==> config.mk <==
export PLATFORM = sky130hd
export DESIGN_NAME = rvq_top
export DESIGN_NICKNAME = d
export VERILOG_FILES = /design/src/pkg/rvq_pkg.sv /design/src/pkg/rvq_tick_if.sv /design/src/rtl/rvq_prescaler.sv /design/src/rtl/rvq_top.sv
export VERILOG_INCLUDE_DIRS = /design/src /design/src/pkg
export SDC_FILE = /design/constraint.sdc
export NUM_CORES = 1
export LEC_CHECK = 0
export CORE_AREA = 8 8 141 110
export CTS_CLUSTER_SIZE = 20
export DETAILED_ROUTE_END_ITERATION = 6
export DIE_AREA = 0 0 149 118
export DONT_BUFFER_PORTS = 1
export GPL_TIMING_DRIVEN = 0
export HOLD_SLACK_MARGIN = 0.15
export SETUP_SLACK_MARGIN = 0.02
export SLEW_MARGIN = 20
export SYNTH_ARGS = -nofsm -noshare
export SYNTH_HDL_FRONTEND = slang
export SYNTH_HIERARCHICAL = 1
export SYNTH_SLANG_ARGS = --single-unit
==> constraint.sdc <==
create_clock -name i_ref_clk -period 4.2 [get_ports i_ref_clk]
set_clock_uncertainty 0.15 [all_clocks]
set_input_delay 0.84 -clock i_ref_clk [delete_from_list [all_inputs] [get_ports i_ref_clk]]
set_output_delay 0.84 -clock i_ref_clk [all_outputs]
set_load 0.1 [all_outputs]
==> src/pkg/rvq_cfg.svh <==
// Constants of the ring validation qualifier: offsets, fields, resets, timing
//Contract
//- Qualification runs only while the check enable bit is 1; at 0 the ring is passed unqualified.
//- Each ring event reloads a countdown from the assertion-time field, which then falls per tick.
//- A second or later event arriving after the countdown expired invalidates the ring; once in ST_VALID the code ignores it and the ring stays valid.
//- Events closer than assertion time minus max margin, in 2 ms steps, do not qualify.
//- After reset the control register reads 0001_1001.
//- Two events are expected per ring period, one per half cycle of the waveform.
//- A ring is valid only after staying in limits for the confirmation time, 100 ms to 1024 ms.
//- The ring ends once the timeout, 128 ms steps up to 1920 ms, passes after the last event.
//- A delay of 0 to 1792 ms in 256 ms steps separates validation from indication.
`ifndef RVQ_CFG_SVH
`define RVQ_CFG_SVH

`define RVQ_ADDR_CTRL1 8'h16
`define RVQ_ADDR_CTRL2 8'h17
`define RVQ_ADDR_CTRL3 8'h18
`define RVQ_ADDR_STATUS 8'h20
`define RVQ_ADDR_MASK 8'h21
`define RVQ_ADDR_STATE 8'h22

`define RVQ_CTRL1_RST 8'h00
`define RVQ_CTRL2_RST 8'h08
`define RVQ_CTRL3_RST 8'h19
`define RVQ_CTRL3_WMASK 8'hBF

`define RVQ_EN_BIT 7
`define RVQ_DLYH_BIT 7

`define RVQ_STS_VALID 0
`define RVQ_STS_END 1
`define RVQ_STS_INVAL 2

`define RVQ_CLK_NS 20
`define RVQ_TICK_MS 2
`define RVQ_TICK_NS 2000000
`define RVQ_PRE_W 17

`define RVQ_CONF0_MS 100
`define RVQ_CONF1_MS 150
`define RVQ_CONF2_MS 200
`define RVQ_CONF3_MS 256
`define RVQ_CONF4_MS 384
`define RVQ_CONF5_MS 512
`define RVQ_CONF6_MS 640
`define RVQ_CONF7_MS 1024
`define RVQ_TO_STEP_MS 128
`define RVQ_DLY_STEP_MS 256

`endif

==> src/pkg/rvq_pkg.sv <==
// Types of the ring validation qualifier
`include "rvq_cfg.svh"
package rvq_pkg;

    typedef enum logic [1:0] {
        ST_IDLE,
        ST_QUAL,
        ST_DELAY,
        ST_VALID
    } rvq_state_e;

    typedef struct packed {
        logic sync1;
        logic sync2;
        logic prev;
        logic [7:0] ctrl1;
        logic [7:0] ctrl2;
        logic [7:0] ctrl3;
        logic [2:0] mask;
        logic [2:0] sts;
        rvq_state_e state;
        logic [5:0] as_cnt;
        logic [9:0] conf_cnt;
        logic [9:0] to_cnt;
        logic [9:0] dly_cnt;
        logic ring_act;
        logic valid;
        logic irq;
        logic [7:0] rd_data;
    } rvq_top_s;

    typedef struct packed {
        logic [`RVQ_PRE_W-1:0] cnt;
        logic tick;
    } rvq_pre_s;

endpackage

==> src/pkg/rvq_tick_if.sv <==
// Clock enable and 2 ms tick between the qualifier and its prescaler
`timescale 1ns/1ps
`default_nettype none
interface rvq_tick_if;
    logic ce;
    logic tick;
    modport gen (input ce, output tick);
    modport use_side (output ce, input tick);
endinterface
`default_nettype wire

==> src/rtl/rvq_prescaler.sv <==
// Prescaler that makes the 2 ms time base tick
`timescale 1ns/1ps
`default_nettype none
`include "rvq_cfg.svh"
module rvq_prescaler
    import rvq_pkg::*;
#(
    parameter int P_TICK_CYC = `RVQ_TICK_NS / `RVQ_CLK_NS
) (
    // Clock and reset
    input wire logic i_ref_clk,
    input wire logic i_rst,
    // Tick link
    rvq_tick_if.gen tif
);

    rvq_pre_s s_r;
    rvq_pre_s s_nxt;

    always_comb begin
        s_nxt = s_r;
        if (tif.ce) begin
            s_nxt.tick = 1'b0;
            if (s_r.cnt == `RVQ_PRE_W'(P_TICK_CYC - 1)) begin
                s_nxt.cnt = '0;
                s_nxt.tick = 1'b1;
            end else begin
                s_nxt.cnt = s_r.cnt + `RVQ_PRE_W'(1);
            end
        end
    end

    always_ff @(posedge i_ref_clk) begin
        if (i_rst) begin
            s_r <= '0;
        end else begin
            s_r <= s_nxt;
        end
    end

    assign tif.tick = s_r.tick;
endmodule
`default_nettype wire

==> src/rtl/rvq_top.sv <==
// Ring validation qualifier: register file, event timing and ring indication
`timescale 1ns/1ps
`default_nettype none
`include "rvq_cfg.svh"
module rvq_top
    import rvq_pkg::*;
#(
    parameter int P_TICK_CYC = `RVQ_TICK_NS / `RVQ_CLK_NS
) (
    // Clock, reset, enable
    input wire logic i_ref_clk,
    input wire logic i_rst,
    input wire logic i_ce,
    // Line-side threshold event pin
    input wire logic i_ring_event,
    // Register port
    input wire logic [7:0] i_addr,
    input wire logic [7:0] i_wr_data,
    input wire logic i_wr,
    input wire logic i_rd,
    output logic [7:0] o_rd_data,
    // Indications
    output logic o_ring_valid,
    output logic o_irq
);

    rvq_top_s s_r;
    rvq_top_s s_nxt;
    rvq_tick_if tif ();

    logic en;
    logic ev;
    logic tick;
    logic bad;
    logic ring_end;
    logic [5:0] ras;
    logic [5:0] rmx;
    logic [9:0] conf_tk;
    logic [9:0] to_tk;
    logic [9:0] dly_tk;
    logic [2:0] set;
    logic [2:0] clr;

    assign tif.ce = i_ce;

    rvq_prescaler #(
        .P_TICK_CYC(P_TICK_CYC)
    ) u_pre (
        .i_ref_clk(i_ref_clk),
        .i_rst(i_rst),
        .tif(tif)
    );

    function automatic logic [9:0] conf_ticks(input logic [2:0] code);
        logic [9:0] t;
        case (code)
            3'h0: t = 10'(`RVQ_CONF0_MS / `RVQ_TICK_MS);
            3'h1: t = 10'(`RVQ_CONF1_MS / `RVQ_TICK_MS);
            3'h2: t = 10'(`RVQ_CONF2_MS / `RVQ_TICK_MS);
            3'h3: t = 10'(`RVQ_CONF3_MS / `RVQ_TICK_MS);
            3'h4: t = 10'(`RVQ_CONF4_MS / `RVQ_TICK_MS);
            3'h5: t = 10'(`RVQ_CONF5_MS / `RVQ_TICK_MS);
            3'h6: t = 10'(`RVQ_CONF6_MS / `RVQ_TICK_MS);
            default: t = 10'(`RVQ_CONF7_MS / `RVQ_TICK_MS);
        endcase
        return t;
    endfunction

    always_comb begin
        s_nxt = s_r;
        en = s_r.ctrl3[`RVQ_EN_BIT];
        ras = s_r.ctrl3[5:0];
        rmx = s_r.ctrl1[5:0];
        conf_tk = conf_ticks(s_r.ctrl2[2:0]);
        // Timeout code zero is forbidden; it is taken as one step
        to_tk = 10'(`RVQ_TO_STEP_MS / `RVQ_TICK_MS) *
                ((s_r.ctrl2[6:3] == 4'h0) ? 10'h001 : {6'h00, s_r.ctrl2[6:3]});
        dly_tk = 10'(`RVQ_DLY_STEP_MS / `RVQ_TICK_MS) *
                 {7'h00, s_r.ctrl2[`RVQ_DLYH_BIT], s_r.ctrl1[7:6]};
        tick = tif.tick;
        // One event per threshold crossing, i.e. per half cycle of ringing
        ev = s_r.sync2 & ~s_r.prev;
        // Expired countdown or too short spacing both spoil the ring
        bad = (s_r.as_cnt == 6'h00) || (s_r.as_cnt > rmx);
        ring_end = s_r.ring_act && !ev && (s_r.to_cnt >= to_tk);
        set = 3'h0;
        clr = 3'h0;
        if (i_ce) begin
            s_nxt.sync1 = i_ring_event;
            s_nxt.sync2 = s_r.sync1;
            s_nxt.prev = s_r.sync2;
            s_nxt.rd_data = 8'h00;
            if (i_rd) begin
                case (i_addr)
                    `RVQ_ADDR_CTRL1: s_nxt.rd_data = s_r.ctrl1;
                    `RVQ_ADDR_CTRL2: s_nxt.rd_data = s_r.ctrl2;
                    `RVQ_ADDR_CTRL3: s_nxt.rd_data = s_r.ctrl3;
                    `RVQ_ADDR_STATUS: begin
                        s_nxt.rd_data = {5'h00, s_r.sts};
                        clr = 3'h7;
                    end
                    `RVQ_ADDR_MASK: s_nxt.rd_data = {5'h00, s_r.mask};
                    `RVQ_ADDR_STATE: s_nxt.rd_data = {5'h00, s_r.valid, s_r.ring_act,
                                                      (s_r.as_cnt == 6'h00)};
                    default: s_nxt.rd_data = 8'h00;
                endcase
            end
            if (i_wr) begin
                case (i_addr)
                    `RVQ_ADDR_CTRL1: s_nxt.ctrl1 = i_wr_data;
                    `RVQ_ADDR_CTRL2: s_nxt.ctrl2 = i_wr_data;
                    // Reserved bit kept at zero whatever software writes
                    `RVQ_ADDR_CTRL3: s_nxt.ctrl3 = i_wr_data & `RVQ_CTRL3_WMASK;
                    `RVQ_ADDR_MASK: s_nxt.mask = i_wr_data[2:0];
                    default: s_nxt.mask = s_nxt.mask;
                endcase
            end
            if (tick && s_r.as_cnt != 6'h00) begin
                s_nxt.as_cnt = s_r.as_cnt - 6'h01;
            end
            if (tick && s_r.ring_act && s_r.to_cnt != 10'h3FF) begin
                s_nxt.to_cnt = s_r.to_cnt + 10'h001;
            end
            if (ev) begin
                s_nxt.as_cnt = ras;
                s_nxt.to_cnt = 10'h000;
                s_nxt.ring_act = 1'b1;
                if (!en && !s_r.valid) begin
                    s_nxt.valid = 1'b1;
                    set[`RVQ_STS_VALID] = 1'b1;
                end
            end
            if (en) begin
                case (s_r.state)
                    ST_IDLE: begin
                        if (ev) begin
                            s_nxt.state = ST_QUAL;
                            s_nxt.conf_cnt = 10'h000;
                        end
                    end
                    ST_QUAL: begin
                        if (ev && bad) begin
                            s_nxt.conf_cnt = 10'h000;
                            set[`RVQ_STS_INVAL] = 1'b1;
                        end else if (s_r.as_cnt == 6'h00) begin
                            // Silence past the countdown is no ring, so confirmation restarts
                            s_nxt.conf_cnt = 10'h000;
                        end else if (tick) begin
                            s_nxt.conf_cnt = s_r.conf_cnt + 10'h001;
                            if (s_r.conf_cnt + 10'h001 >= conf_tk) begin
                                s_nxt.state = ST_DELAY;
                                s_nxt.dly_cnt = 10'h000;
                            end
                        end
                    end
                    ST_DELAY: begin
                        if (ev && bad) begin
                            s_nxt.state = ST_QUAL;
                            s_nxt.conf_cnt = 10'h000;
                            set[`RVQ_STS_INVAL] = 1'b1;
                        end else if (s_r.dly_cnt >= dly_tk) begin
                            s_nxt.state = ST_VALID;
                            s_nxt.valid = 1'b1;
                            set[`RVQ_STS_VALID] = 1'b1;
                        end else if (tick) begin
                            s_nxt.dly_cnt = s_r.dly_cnt + 10'h001;
                        end
                    end
                    ST_VALID: s_nxt.state = ST_VALID;
                    default: s_nxt.state = ST_IDLE;
                endcase
            end else begin
                s_nxt.state = ST_IDLE;
            end
            if (ring_end) begin
                s_nxt.state = ST_IDLE;
                s_nxt.ring_act = 1'b0;
                s_nxt.valid = 1'b0;
                set[`RVQ_STS_END] = s_r.valid;
            end
            // New events beat a clear by read in the same cycle
            s_nxt.sts = (s_r.sts & ~clr) | set;
            s_nxt.irq = |(s_nxt.sts & s_nxt.mask);
        end
    end

    always_ff @(posedge i_ref_clk) begin
        if (i_rst) begin
            s_r <= '0;
            s_r.state <= ST_IDLE;
            s_r.ctrl1 <= `RVQ_CTRL1_RST;
            s_r.ctrl2 <= `RVQ_CTRL2_RST;
            s_r.ctrl3 <= `RVQ_CTRL3_RST;
        end else begin
            s_r <= s_nxt;
        end
    end

    assign o_rd_data = s_r.rd_data;
    assign o_ring_valid = s_r.valid;
    assign o_irq = s_r.irq;
endmodule
`default_nettype wire

# Word level (Yosys, flattened, before mapping)
# Index checks and enable logic that the tools add are counted.
# W data, S select, Z words.
# classes
mul,0
n_div,0
addsub,5
reduce_logical,32
n_lt_le_gt_ge,4
eq_ne,37
n_bitwise,6
n_mux,63
n_shift,0
# op_table
operator,n
$mux W10,14
$pmux W10 S7,1
$mux W27,2
$pmux W8 S6,1
$mux W8,4
$add A10 B1 Y10 const B,3
$ge A10 B10 Y1,3
$pmux W10 S3,1
$eq A8 B5 Y1 const B,3
$eq A8 B6 Y1 const B,3
$mux W2,11
$pmux W10 S2,1
$mux W1,19
$add A17 B1 Y17 const B,1
$eq A17 B17 Y1 const B,1
$mux W17,1
$ne A4 B4 Y1 const B,4
$ne A2 B2 Y1 const B,7
$mux W3,4
$mux W6,2
$ne A2 B1 Y1 const B,6
$ne A10 B10 Y1 const B,1
$reduce_and A10 Y1,1
$eq A3 B3 Y1 const B,3
other kinds (31),50
# totals
input_bits,22
ramBits,0
memories,0
reg_bits,100
rom_bits,0
latch_bits,0

# Longest topological paths before layout
# depth
depth_word,12
ltp_mapped,14
ltp_nobuf,13

# By module
# The synthesis kept the hierarchy.
# by_module_without_submodules
mod,n_inst,area_per_inst_um2,cells_each
rvq_top,1,4958.5,608
rvq_prescaler,1,849.6,100

# Worst setup path after synthesis
# No wires, ideal clock.
# synth_path
path_kind,register to register
startpoint,reg s_r[31] in the netlist's numbering
endpoint,reg s_r[20] in the netlist's numbering
setup_slack_ns,1.148
arrival_time_ns,2.784
setup_ns,0.118
path_stages_with_launch,13
period_less_slack_ns,3.052
path_cell_list,dfxtp_1 and3_1 and3_1 and3_1 nand3_1 xnor2_1 ha_1 and4_1 a41oi_1 nand2_1 a31oi_4 or4_1 mux2i_1
# synth_between
elab_chain_len,4
# synth_lines
element,line_no,text
start: declaration,rvq_top.sv:27,rvq_top_s s_r;
start signal: assignment,rvq_top.sv:195,s_r <= s_nxt;
$add A10 B1 Y10,rvq_top.sv:150,if (s_r.conf_cnt + 10'h001 >= conf_tk) begin
$ge A10 B10 Y1,rvq_top.sv:150,
$ne A2 B2 Y1 (no line),n/a,
$reduce_and A10 Y1 (no line),n/a,
# Every way passes these cells.
# A chain may end at the register's enable or synchronous reset.

# Worst setup path in the final report
# layout_path
startpoint,reg s_r[31] in the netlist's numbering
endpoint,reg s_r[13] in the netlist's numbering
# Same word-level chain as after synthesis.

==> flow_metrics.tcl <==
set metrics [dict create \
    fin_crit_sh 0.856 \
    clkTransAtPathRegs_ns 0.07 \
    io_pins 32 \
    cts_htree_levels 3 \
    place_congestion 0.850 \
    rsz0062_at_grt "false" \
    wl_met3_mm 1.19 \
    hp-class "reg2reg" \
    start_util 0.436 \
    status "complete, no violations" \
    dr.first_iter.drc_count 326 \
    cts-resized-gates 0 \
    wl_met1_mm 7.15 \
    swShare 0.246 \
    dp_cells 883 \
    first_pass_iters 6 \
    power.total_w 0.00183 \
    hold_viol 0 \
    p_leak_nw 2.25 \
    antenna-diode-count 0 \
    critPathMaxFanout 10 \
    slew-limit-headroom 0.302 \
    viasPerCell 5.65 \
    postSynthAreaPerCell_um2 8.20 \
    fp-row-count 37 \
    drive_above_1_share 0.0595 \
    postCtsSetupBuffers 0 \
    nets 775 \
    syn_nets 764 \
    antenna_left 0 \
    drc_errors 0 \
    powerDensity_nw_per_um2 290 \
    cp-start-kind "flop" \
    clkPwrFrac 0.422 \
    fin_crit_ns 3.59 \
    yosysWarnings 6 \
    path_class "reg2reg" \
    yosysTopAreaCell "dfxtp_1" \
    fp.dieW_um 149 \
    p_sw_w 0.000450 \
    top_layer_used "met4" \
    drt_wl_total_mm 14.8 \
    synth.distinct_cells 70 \
    synth_ff_type "dfxtp_1" \
    cp_data_arrival_time_ns 3.71 \
    grt.total_usage 0.169 \
    max_freq_mhz 278 \
    postCtsHoldBufs 0 \
    overflow 0 \
    cts_root_buf "clkbuf_16" \
    ys_top_cells_by_area "dfxtp_1 (34%), ha_1 (7.3%), mux2i_1 (6.7%), nor2_1 (5.5%), nand2_1 (4.5%)" \
    numPortBuffers 0 \
    mostFrequentLayoutCells "dfxtp_1 (99), nor2_1 (85), nand2_1 (69), inv_1 (47), mux2i_1 (39)" \
    dr_wl_met2_mm 6.35 \
    antenna_found_initial 0 \
    die_h_um 118 \
    clock_path_buffers 2 \
    comb_power_share 0.055 \
    worstSkewPairLatency_ns 0.34 \
    cts_buffers 9 \
    tightest_slew_ns 1.05 \
    instances_no_fill 898 \
    critPathCaptureType "flop" \
    grt_start_max_net_pins 17 \
    peakVddDrop_uv 235 \
    synth_edf_count 0 \
    die_area_um2 17600 \
    finalInstanceArea_um2 6290 \
    synth_async_sr_flop_share 0 \
    maxCapViolations 0 \
    grt_pass1_wl_mm 24.4 \
    layout_commonest_cell "dfxtp_1" \
    vias 5077 \
    synth-seq-cells 99 \
    netlist_instances 708 \
    setup_violations 0 \
    fin_tns_setup_ns 0 \
    ys_seq_area_frac 0.341 \
    grt_pass1_vias 4859 \
    clock-sinks 99 \
    area_growth_pct 8.36 \
    required_ns 4.32 \
    cts_tree "built" \
    synth_top_area_share 0.341 \
    drv_slew 0 \
    dpl_cell_area_um2 6030 \
    dp_hpwl_mm 11.2 \
    synth_area_um2 5810 \
    coreArea_um2 13300 \
    routedWlPerCell_um 16.5 \
    p_int_w 0.00138 \
    power.share.sequential 0.523 \
]
power groups by stage:
stage / Clock [W] / Combinational [W] / Sequential (W)
final: 0.000771 / 0.000100 / 0.000957
after global routing: 0.000826 / 0.000112 / 0.000957
after CTS: 0.000788 / 0.000100 / 0.000956
after detailed placement: 0 / 0.0000995 / 0.000978
after global placement: 0 / 0.0000973 / 0.000978
after floorplan: 0 / 0.0000736 / 0.000976
per-stage QoR:
step / utilization / hold WS [ns] / setup slack, ns
after floorplan: - / 0.285 / 1.15
after global routing: 0.472 / 0.345 / 0.238
after global placement: 0.452 / 0.295 / 0.671
after detailed placement: 0.452 / 0.307 / 0.629
after CTS: 0.472 / 0.318 / 0.586
final: 0.472 / 0.313 / 0.605
kinds of logic (layout without fill, tap and decap cells):
| logic type | Yosys count | in the layout | share of synthesized area |
|---|---|---|---|
| compound gates | 135 | 135 | 0.162 |
| xor+xnor | 28 | 28 | 0.0422 |
| fa+ha+maj | 34 | 34 | 0.0732 |
| buf+inv | 87 | 102 | 0.0631 |
| flops | 99 | 99 | 0.341 |
| mux | 39 | 39 | 0.0672 |
| simple gates | 286 | 286 | 0.251 |
area by class of cell:
class / instances / area [µm²]
clock buffer: 10 / 229
sequential: 99 / 1980
multi-input combinational: 522 / 3460
inverter: 48 / 180
fill: 1297 / 7040
tap: 175 / 219
buffer: 39 / 186
clock inverter: 5 / 37.5
flip-flops by register name (all words and copies together), names as in the netlist:
signal          count
o_rd_data           8
s_r                58
u_pre/s_r          17
rmx                 6
en                  1
o_irq               1
ras                 6
u_pre/tif.tick      1
o_ring_valid        1
critical path, stage by stage, from the launching register on:
cell and delay, ns:
dfxtp_1 0.42, and3_1 0.27, and3_1 0.28, and3_1 0.27
nand3_1 0.12, xnor2_1 0.22, ha_1 0.28, and4_1 0.21
a41oi_1 0.21, nand2_1 0.21, a31oi_1 0.41, buf_2 0.29
inv_1 0.08, a21oi_1 0.12
routing by layer:
layer | vias to the layer above | global-route usage
met1 | 2389 | 0.230
met4 | 0 | 0.0378
met5 | - | 0
li1 | 2533 | -
met2 | 143 | 0.259
met3 | 12 | 0.0453
final timing paths:
check,slack [ns],endpoint,depth (start not counted),from
max,0.61,s_r[13],13,s_r[31]
min,0.31,s_r[18],2,s_r[18]
max reg2reg,0.61,s_r[13],13,s_r[31]
min reg2reg,0.31,s_r[18],2,s_r[18]
cell usage after synthesis (4+ instances only):
library cell / n
dfxtp_1: 99
nor2_1: 85
nand2_1: 69
inv_1: 47
mux2i_1: 39
a21oi_1: 37
ha_1: 34
nand3_1: 32
clkbuf_1: 25
o21ai_0: 24
xnor2_1: 18
nand2b_1: 17
and3_1: 13
nor3_1: 13
buf_4: 10
o32ai_1: 10
xor2_1: 10
or3_1: 9
a22oi_1: 8
nor4_1: 8
a222oi_1: 6
nand4_1: 6
a211oi_1: 5
a31oi_1: 5
a21o_1: 4
o22ai_1: 4
o31ai_1: 4
Note: power is estimated with default switching activity, not from simulation.
